**config.mk**
```make
export PLATFORM = sky130hd
export DESIGN_NAME = dfc_regs
export DESIGN_NICKNAME = d
export VERILOG_FILES = /design/src/core/dfc_pkg.sv /design/src/core/dfc_regs.sv /design/src/core/dfc_glitch_filter.sv
export SDC_FILE = /design/constraint.sdc
export NUM_CORES = 1
export LEC_CHECK = 0
export BUFFER_PORTS_ARGS = -buffer_cell sky130_fd_sc_hd__buf_2
export CORE_MARGIN = 3
export CORE_UTILIZATION = 55
export CTS_CLUSTER_DIAMETER = 150
export DETAILED_ROUTE_END_ITERATION = 12
export PLACE_DENSITY = 0.82
export SLEW_MARGIN = 20
export SYNTH_ARGS = -nofsm -noshare
export SYNTH_HDL_FRONTEND = slang
export SYNTH_SLANG_ARGS = --single-unit
```
**constraint.sdc**
```tcl
create_clock -name MCLK_I -period 18.35 [get_ports MCLK_I]
set_input_delay 3.67 -clock MCLK_I [delete_from_list [all_inputs] [get_ports MCLK_I]]
set_output_delay 3.67 -clock MCLK_I [all_outputs]
set_load 0.01 [all_outputs]
```
**src/core/dfc_pkg.sv**
```systemverilog
// Shared constants for the filter, clock select and watchdog register slice
package dfc_pkg;
   // Register indices; byte address is four times the index
   localparam logic [7:0]  IDX_FILTER   = 8'h08;
   localparam logic [7:0]  IDX_CLKSEL   = 8'h14;
   localparam logic [7:0]  IDX_WDT_EN   = 8'h15;
   localparam logic [7:0]  IDX_WDT_STAT = 8'h17;
   localparam logic [7:0]  IDX_WDT_TIME = 8'h18;
   localparam int          ADDR_LSB     = 2;
   // Field layout
   localparam int          FI_W         = 20;
   localparam int          BIT_AUTO_OFF = 0;
   localparam int          BIT_SRC_FLAG = 1;
   localparam int          BIT_WDT_EN   = 0;
   localparam int          BIT_WDT_EXP  = 0;
   // Reset values
   localparam logic [19:0] FI_RST       = 20'h0_0000;
   localparam logic [31:0] WATCHDOG_TIMEOUT_COUNT_RST   = 32'h0000_0000;
   // Timing
   localparam int          CLK_MHZ      = 250;
   localparam int          FI_STEP_NS   = 200;
   localparam int          WDT_STEP_NS  = 100;
   localparam int          FI_STEP_CYC  = (FI_STEP_NS * CLK_MHZ) / 1000;
   localparam int          WDT_STEP_CYC = (WDT_STEP_NS * CLK_MHZ) / 1000;
   // AXI responses
   localparam logic [1:0]  RESP_OKAY    = 2'b00;
   localparam logic [1:0]  RESP_SLVERR  = 2'b10;
endpackage : dfc_pkg

```
**src/core/dfc_regs.sv**
```systemverilog
// Filter interval, clock source select and watchdog registers behind AXI4-Lite
// What this block does
// - Pulses shorter than interval are dropped
// - 20-bit interval in 200 ns steps
// - Offset 0x14 enables/disables automatic clock selection
// - Bit 1 reports current clock source
// - Status reads 0 for backplane clock
// - Status reads 1 for onboard oscillator
// - Offset 0x15 bit 0 enables the expiry drive output; the expired flag output is not gated
// - 32-bit watchdog timeout in 100 ns units
// - Offset 0x17 bit 0 shows expiration state
//
// Register access over AXI4-Lite is this design's own decision.
`timescale 1ns/1ps
module dfc_regs #(
   parameter int DIN_W = 8
) (
   input  wire logic             MCLK_I,
   input  wire logic             RST_I,
   input  wire logic [9:0]       S_AXI_AWADDR_I,
   input  wire logic             S_AXI_AWVALID_I,
   output logic                  S_AXI_AWREADY_O,
   input  wire logic [31:0]      S_AXI_WDATA_I,
   input  wire logic [3:0]       S_AXI_WSTRB_I,
   input  wire logic             S_AXI_WVALID_I,
   output logic                  S_AXI_WREADY_O,
   output logic [1:0]            S_AXI_BRESP_O,
   output logic                  S_AXI_BVALID_O,
   input  wire logic             S_AXI_BREADY_I,
   input  wire logic [9:0]       S_AXI_ARADDR_I,
   input  wire logic             S_AXI_ARVALID_I,
   output logic                  S_AXI_ARREADY_O,
   output logic [31:0]           S_AXI_RDATA_O,
   output logic [1:0]            S_AXI_RRESP_O,
   output logic                  S_AXI_RVALID_O,
   input  wire logic             S_AXI_RREADY_I,
   input  wire logic [DIN_W-1:0] DIN_I,
   output logic      [DIN_W-1:0] DIN_FILT_O,
   input  wire logic             BP_CLK_OK_I,
   output logic                  SYS_CLK_ONBOARD_O,
   input  wire logic             WDT_KICK_I,
   output logic                  WDT_EXPIRE_DRIVE_O,
   output logic                  WDT_EXPIRED_O
);
   localparam int FI_W = dfc_pkg::FI_W;

   // Registers
   logic [FI_W-1:0]  glitch_interval_count_reg;
   logic             auto_clock_select_off_reg;
   logic             sys_clock_source_flag_reg;
   logic             watchdog_expiry_action_en_reg;
   logic [31:0]      watchdog_timeout_count_reg;
   logic [31:0]      wdt_elapsed_reg;
   logic             watchdog_expired_flag_reg;
   logic [7:0]       fi_pre_reg;
   logic [7:0]       wdt_pre_reg;
   logic [1:0]       bp_sync_reg;
   logic [1:0]       kick_sync_reg;
   logic             kick_prev_reg;
   logic [DIN_W-1:0] din_s1_reg;
   logic [DIN_W-1:0] din_s2_reg;
   logic             aw_held_reg;
   logic             w_held_reg;
   logic [9:0]       awaddr_reg;
   logic [31:0]      wdata_reg;
   logic [3:0]       wstrb_reg;
   logic             bvalid_reg;
   logic [1:0]       bresp_reg;
   logic             rvalid_reg;
   logic [31:0]      rdata_reg;
   logic [1:0]       rresp_reg;

   // Address index from a byte address
   function automatic logic [7:0] to_idx(input logic [9:0] a);
      return a[9:dfc_pkg::ADDR_LSB];
   endfunction : to_idx

   function automatic logic is_mapped(input logic [7:0] i);
      return i == dfc_pkg::IDX_FILTER || i == dfc_pkg::IDX_CLKSEL
          || i == dfc_pkg::IDX_WDT_EN || i == dfc_pkg::IDX_WDT_STAT
          || i == dfc_pkg::IDX_WDT_TIME;
   endfunction : is_mapped

   // Byte-lane merge of write data into an old value
   function automatic logic [31:0] merge(input logic [31:0] old, input logic [31:0] d,
                                         input logic [3:0] s);
      logic [31:0] r;
      r = old;
      for (int b = 0; b < 4; b++)
         if (s[b]) r[8*b +: 8] = d[8*b +: 8];
      return r;
   endfunction : merge

   // Write channel handshake: address and data taken independently
   wire        aw_take   = S_AXI_AWVALID_I && !aw_held_reg && !bvalid_reg;
   wire        w_take    = S_AXI_WVALID_I && !w_held_reg && !bvalid_reg;
   wire        wr_fire   = aw_held_reg && w_held_reg && !bvalid_reg;
   wire [7:0]  wr_idx    = to_idx(awaddr_reg);
   wire [31:0] fi_merged = merge({12'h000, glitch_interval_count_reg}, wdata_reg, wstrb_reg);
   wire [31:0] ti_merged = merge(watchdog_timeout_count_reg, wdata_reg, wstrb_reg);
   wire        wr_fi     = wr_fire && wr_idx == dfc_pkg::IDX_FILTER;
   wire        wr_cs     = wr_fire && wr_idx == dfc_pkg::IDX_CLKSEL && wstrb_reg[0];
   wire        wr_we     = wr_fire && wr_idx == dfc_pkg::IDX_WDT_EN && wstrb_reg[0];
   wire        wr_ti     = wr_fire && wr_idx == dfc_pkg::IDX_WDT_TIME;
   assign S_AXI_AWREADY_O = !aw_held_reg && !bvalid_reg;
   assign S_AXI_WREADY_O  = !w_held_reg && !bvalid_reg;
   assign S_AXI_BVALID_O  = bvalid_reg;
   assign S_AXI_BRESP_O   = bresp_reg;

   // Read channel decode
   wire [7:0]  rd_idx   = to_idx(S_AXI_ARADDR_I);
   wire        ar_take  = S_AXI_ARVALID_I && !rvalid_reg;
   wire [31:0] rd_value =
      rd_idx == dfc_pkg::IDX_FILTER   ? {12'h000, glitch_interval_count_reg} :
      rd_idx == dfc_pkg::IDX_CLKSEL   ? {30'h0, sys_clock_source_flag_reg, 1'b0} :
      rd_idx == dfc_pkg::IDX_WDT_EN   ? {31'h0, watchdog_expiry_action_en_reg} :
      rd_idx == dfc_pkg::IDX_WDT_STAT ? {31'h0, watchdog_expired_flag_reg} :
      rd_idx == dfc_pkg::IDX_WDT_TIME ? watchdog_timeout_count_reg : 32'h0000_0000;
   assign S_AXI_ARREADY_O = !rvalid_reg;
   assign S_AXI_RVALID_O  = rvalid_reg;
   assign S_AXI_RDATA_O   = rdata_reg;
   assign S_AXI_RRESP_O   = rresp_reg;

   // Bus state
   always_ff @(posedge MCLK_I or posedge RST_I)
   begin
      if (RST_I)
      begin
         aw_held_reg <= 1'b0;
         w_held_reg  <= 1'b0;
         awaddr_reg  <= '0;
         wdata_reg   <= '0;
         wstrb_reg   <= '0;
         bvalid_reg  <= 1'b0;
         bresp_reg   <= dfc_pkg::RESP_OKAY;
         rvalid_reg  <= 1'b0;
         rdata_reg   <= '0;
         rresp_reg   <= dfc_pkg::RESP_OKAY;
      end
      else
      begin
         if (aw_take) aw_held_reg <= 1'b1;
         if (aw_take) awaddr_reg  <= S_AXI_AWADDR_I;
         if (w_take)  w_held_reg  <= 1'b1;
         if (w_take)  wdata_reg   <= S_AXI_WDATA_I;
         if (w_take)  wstrb_reg   <= S_AXI_WSTRB_I;
         if (wr_fire)
         begin
            aw_held_reg <= 1'b0;
            w_held_reg  <= 1'b0;
            bvalid_reg  <= 1'b1;
            bresp_reg   <= is_mapped(wr_idx) ? dfc_pkg::RESP_OKAY : dfc_pkg::RESP_SLVERR;
         end
         else if (bvalid_reg && S_AXI_BREADY_I)
            bvalid_reg  <= 1'b0;
         if (ar_take)
         begin
            rvalid_reg <= 1'b1;
            rdata_reg  <= rd_value;
            rresp_reg  <= is_mapped(rd_idx) ? dfc_pkg::RESP_OKAY : dfc_pkg::RESP_SLVERR;
         end
         else if (rvalid_reg && S_AXI_RREADY_I)
            rvalid_reg <= 1'b0;
      end
   end

   // Software-written configuration; reserved bits are dropped
   always_ff @(posedge MCLK_I or posedge RST_I)
   begin
      if (RST_I)
      begin
         glitch_interval_count_reg     <= dfc_pkg::FI_RST;
         auto_clock_select_off_reg     <= 1'b0;
         watchdog_expiry_action_en_reg <= 1'b0;
         watchdog_timeout_count_reg    <= dfc_pkg::WATCHDOG_TIMEOUT_COUNT_RST;
      end
      else
      begin
         if (wr_fi) glitch_interval_count_reg <= fi_merged[FI_W-1:0];
         if (wr_cs) auto_clock_select_off_reg <= wdata_reg[dfc_pkg::BIT_AUTO_OFF];
         if (wr_we) watchdog_expiry_action_en_reg <= wdata_reg[dfc_pkg::BIT_WDT_EN];
         if (wr_ti) watchdog_timeout_count_reg <= ti_merged;
      end
   end

   // Pin synchronisers and step prescalers
   wire fi_tick  = fi_pre_reg == 8'(dfc_pkg::FI_STEP_CYC - 1);
   wire wdt_tick = wdt_pre_reg == 8'(dfc_pkg::WDT_STEP_CYC - 1);
   wire kick     = kick_sync_reg[1] && !kick_prev_reg;
   always_ff @(posedge MCLK_I or posedge RST_I)
   begin
      if (RST_I)
      begin
         bp_sync_reg   <= 2'b00;
         kick_sync_reg <= 2'b00;
         kick_prev_reg <= 1'b0;
         din_s1_reg    <= '0;
         din_s2_reg    <= '0;
         fi_pre_reg    <= '0;
         wdt_pre_reg   <= '0;
      end
      else
      begin
         bp_sync_reg   <= {bp_sync_reg[0], BP_CLK_OK_I};
         kick_sync_reg <= {kick_sync_reg[0], WDT_KICK_I};
         kick_prev_reg <= kick_sync_reg[1];
         din_s1_reg    <= DIN_I;
         din_s2_reg    <= din_s1_reg;
         fi_pre_reg    <= fi_tick ? 8'h00 : fi_pre_reg + 8'h01;   // 200 ns step
         wdt_pre_reg   <= wdt_tick ? 8'h00 : wdt_pre_reg + 8'h01; // 100 ns step
      end
   end

   // Clock source choice and watchdog timing
   wire src_next = auto_clock_select_off_reg ? 1'b1 : !bp_sync_reg[1];
   wire wdt_restart = kick || wr_ti || watchdog_timeout_count_reg == 32'h0000_0000;
   always_ff @(posedge MCLK_I or posedge RST_I)
   begin
      if (RST_I)
      begin
         sys_clock_source_flag_reg <= 1'b1;
         wdt_elapsed_reg           <= '0;
         watchdog_expired_flag_reg <= 1'b0;
      end
      else
      begin
         sys_clock_source_flag_reg <= src_next;
         if (wdt_restart)
         begin
            wdt_elapsed_reg           <= '0;
            watchdog_expired_flag_reg <= 1'b0;
         end
         else if (wdt_tick && !watchdog_expired_flag_reg)
         begin
            wdt_elapsed_reg <= wdt_elapsed_reg + 32'h0000_0001;
            if (wdt_elapsed_reg + 32'h0000_0001 >= watchdog_timeout_count_reg)
               watchdog_expired_flag_reg <= 1'b1;
         end
      end
   end

   assign SYS_CLK_ONBOARD_O  = sys_clock_source_flag_reg;
   assign WDT_EXPIRED_O      = watchdog_expired_flag_reg;
   assign WDT_EXPIRE_DRIVE_O = watchdog_expired_flag_reg && watchdog_expiry_action_en_reg;

   // Input glitch filter
   dfc_glitch_filter #(
      .WIDTH (DIN_W),
      .FI_W  (FI_W)
   ) u_filter (
      .clk_i      (MCLK_I),
      .rst_i      (RST_I),
      .tick_i     (fi_tick),
      .interval_i (glitch_interval_count_reg),
      .raw_i      (din_s2_reg),
      .filt_o     (DIN_FILT_O)
   );
endmodule : dfc_regs

```
**src/core/dfc_glitch_filter.sv**
```systemverilog
// Per-line glitch filter: a level passes only after staying stable for the interval
`timescale 1ns/1ps
module dfc_glitch_filter #(
   parameter int WIDTH = 8,
   parameter int FI_W  = 20
) (
   input  wire logic             clk_i,
   input  wire logic             rst_i,
   input  wire logic             tick_i,
   input  wire logic [FI_W-1:0]  interval_i,
   input  wire logic [WIDTH-1:0] raw_i,
   output logic      [WIDTH-1:0] filt_o
);
   logic [WIDTH-1:0] filt_reg;
   logic [FI_W-1:0]  cnt_reg [WIDTH];

   assign filt_o = filt_reg;

   // Each line counts interval steps while its level differs from the output;
   // a change passes only on the step after the count reached the interval, so a
   // partial first step can never let a pulse shorter than the interval through
   for (genvar g = 0; g < WIDTH; g++)
   begin : g_line
      wire differs = raw_i[g] != filt_reg[g];
      wire pass    = differs && (interval_i == '0 || (tick_i && cnt_reg[g] >= interval_i));
      always_ff @(posedge clk_i or posedge rst_i)
      begin
         if (rst_i)
         begin
            cnt_reg[g]  <= '0;
            filt_reg[g] <= 1'b0;
         end
         else if (!differs || pass)
         begin
            cnt_reg[g]  <= '0;                // Level back (short pulse discarded) or change passed
            filt_reg[g] <= raw_i[g];
         end
         else if (tick_i)
            cnt_reg[g]  <= cnt_reg[g] + 1'b1;
      end
   end
endmodule : dfc_glitch_filter

```
==> impl_metrics.csv <==
group,metric,value,unit
layout,final_net_count,2533,
layout,largest_register_ffs,160,
sta,finalHoldViolations,0,
global_route,grt_pass1_vias,17736,
power,seqPwrFrac,38.2,%
global_route,grt_overflow,0,
cts,post-cts-setup-buffer-count,0,
floorplan,rows,71,
sta,slew_violations,0,
routing,drt_first_pass_iters,5,
logic_synthesis,synthArstFlopShare,100,%
layout,fillCellCount,2967,
global_route,antenna_found_initial,1,
power,switchingPower,0.906,mW
placed_design,io_buffers,118,
sta,fmax,172,MHz
cts,cts_root_buffer,"clkbuf_16",
logic_synthesis,syn_inst,2135,
routing,ant_nets,0,
logic_synthesis,syn_area,21400,sq um
power,p_leak,10.9,nW
power,p_int,1.69,mW
cts,max-clock-path-buffers,3,
floorplan,die_w,203,um
logic_synthesis,ys_ff_latch,375,
global_route,grt_max_degree,148,
routing,viasPerCell,6.05,
logic_synthesis,ys_seq_area_share,43.8,%
worst_setup_path,start_kind,"input pin",
floorplan,die-height,203,um
hold_path,holdPathStages,0,
global_route,grt_pass1_wl,89100,um
sta,worstMarginPinSlew,0.994,ns
cts,cts_tree,"yes",
hold_path,hold_class,"reg -> reg",
logic_synthesis,ys_warn_count,0,
sta,grt_setup_unrepaired,"no",
logic_synthesis,synth_top_area_cell,"dfrtp_1",
worst_setup_path,worstRegToRegCells,13,
logic_synthesis,syn_avg_cell_area,10.0,sq um
sta,fin_skew,0.0233,ns
cts,numCtsBuffers,41,
power,p_comb_share,27.6,%
cts,clk_pin_slew_worst_paths,0.06,ns
worst_setup_path,path_class,"in -> async",
worst_setup_path,required,18.88,ns
global_route,track_usage,26.5,%
layout,areaGrowthSynthToFinish,12.2,%
power,power_density,108,nW/um^2
worst_setup_path,path_max_fanout,147,
logic_synthesis,synth_top_area_share,43.7,%
logic_synthesis,synth.top_cells.by_area,"dfrtp_1 (44%), ha_1 (12%), mux2_2 (5.5%)",
floorplan,io_pins,125,
cts,numClockSinks,375,
sta,setup_viol,0,
worst_setup_path,cp.arrival,6.36,ns
power,ir_worst_vdd,113,uV
power,clkPwrFrac,34.3,%
logic_synthesis,dominantRegCellSynth,"dfrtp_1",
floorplan,coreArea,38000,sq um
sta,setup_tns,0,ns
run_status,outcome,"complete, no violations",
routing,drt_iter0_drc,1245,
cts,clock_latency,0.56,ns
cts,cts_resized,0,
logic_synthesis,synth_commonest_cells,"dfrtp_1 (374), nor2_1 (250), ha_1 (205)",
run,cap_violations,0,
sta,fin_crit,5.83,ns
sta,fin_crit_sh,31.8,%
logic_synthesis,synth_cell_types,78,
placed_design,post-dp-hpwl,36700,um
logic_synthesis,synth_most_common_cell,"dfrtp_1",
power,sw_frac_of_total,35.0,%
placed_design,routabilityCongestion,0.868,
routing,drc,0,
routing,wl_per_cell,19.6,um
cts,cts-hold-fix-buffers,0,
layout,drive_gt1_share,15.4,%
logic_synthesis,synth_edf_count,0,
layout,final_core_util,63.2,%
routing,finalWirelength,54900,um
worst_setup_path,ff2ff_setup_slack,14.47,ns
sta,relSlewSlack,33.7,%
routing,vias,16935,
worst_setup_path,worstSetupEndpointType,"async pin",
cts,htree_levels,2,
floorplan,die_area,41300,sq um
floorplan,start_util,56.3,%
## power by group through the flow
stage | registers (mW) | clock network (mW) | logic [mW]
2_1_floorplan | 0.980 | 0 | 0.487
3_3_place_gp | 0.994 | 0 | 0.667
3_5_place_dp | 1.00 | 0 | 0.693
4_1_cts | 0.987 | 0.896 | 0.706
5_1_grt | 0.997 | 0.932 | 0.772
6_report | 0.990 | 0.888 | 0.715
## worst max-delay path, stage by stage
cell   delay, ns
buf_2       0.13
inv_8       0.64
buf_4       0.82
buf_4       0.85
## layer usage
| layer | vias to the layer above | GRT usage [%] | share of wire [%] |
|---|---|---|---|
| met2 | 605 | 45.1 | 48 |
| met3 | 167 | 4.05 | 6.3 |
| met5 | - | 0 | 0 |
| li1 | 7788 | - | - |
| met4 | 0 | 14.1 | 5.2 |
| met1 | 8375 | 32.8 | 40 |
## layout by cell type (no fill, tap or decap), types with 12 or more instances in the layout
| master | count |
|---|---|
| a211oi_1 | 12 |
| a21o_1 | 31 |
| a21oi_1 | 72 |
| a221oi_1 | 14 |
| and3_1 | 29 |
| and4_1 | 16 |
| buf_2 | 118 |
| buf_4 | 14 |
| clkbuf_16 | 42 |
| dfrtp_1 | 374 |
| ha_1 | 205 |
| inv_1 | 84 |
| mux2_2 | 105 |
| nand2_1 | 200 |
| nand3_1 | 118 |
| nand4_1 | 65 |
| nor2_1 | 249 |
| nor2b_1 | 18 |
| nor3_1 | 37 |
| nor4_1 | 39 |
| o21ai_0 | 42 |
| xnor2_1 | 104 |
| xor2_1 | 108 |
## final timing paths
check	from	to
hold / removal	bp_sync_reg[0]$_DFF_PP0_	bp_sync_reg[1]$_DFF_PP0_
hold reg to reg	bp_sync_reg[0]$_DFF_PP0_	bp_sync_reg[1]$_DFF_PP0_
max in group MCLK_I	S_AXI_ARADDR_I[7]	S_AXI_RDATA_O[19]$_DFFE_PP0P_
min in group asynchronous	RST_I	wdata_reg[4]$_DFFE_PP0P_
setup / recovery	RST_I	u_filter.cnt_reg[123]$_DFFE_PP0P_
setup reg to reg	wdt_elapsed_reg[0]$_DFFE_PP0P_	WDT_EXPIRED_O$_DFFE_PP0P_
## stage by stage
stage | hold slack [ns] | power, mW | instances | instance area, sq um | setup slack [ns]
4_1_cts | 0.349 | 2.59 | 2796 | 24000 | 12.28
5_1_grt | 0.355 | 2.70 | 2797 | 24000 | 12.14
3_3_place_gp | 0.334 | 1.66 | 2722 | 22500 | 11.78
6_report | 0.348 | 2.59 | 2798 | 24000 | 12.52
2_1_floorplan | 0.331 | 1.47 | 2136 | 21400 | 4.27
3_5_place_dp | 0.336 | 1.69 | 2722 | 22500 | 11.71
## layout make-up
type	instances	area (sq um)	area share, %
antenna	1	2.50	0.0104
clock buffer	49	1130	4.69
clock inverter	25	330	1.37
inverter	85	327	1.36
multi-input combinational	1618	11500	47.8
sequential	375	9390	39.1
tap	511	639	2.66
timing repair buffer	134	727	3.03
## kinds of logic after synthesis
| group | share of synthesized area (%) |
|---|---|
| simple gates | 19.5 |
| flops | 43.8 |
| compound gates | 7.58 |
| xor+xnor | 8.67 |
| fa+ha+maj | 12.0 |
| buf+inv | 2.77 |
| mux | 5.62 |
| other cells | 0.0175 |
(Power assumes the default switching activity.)
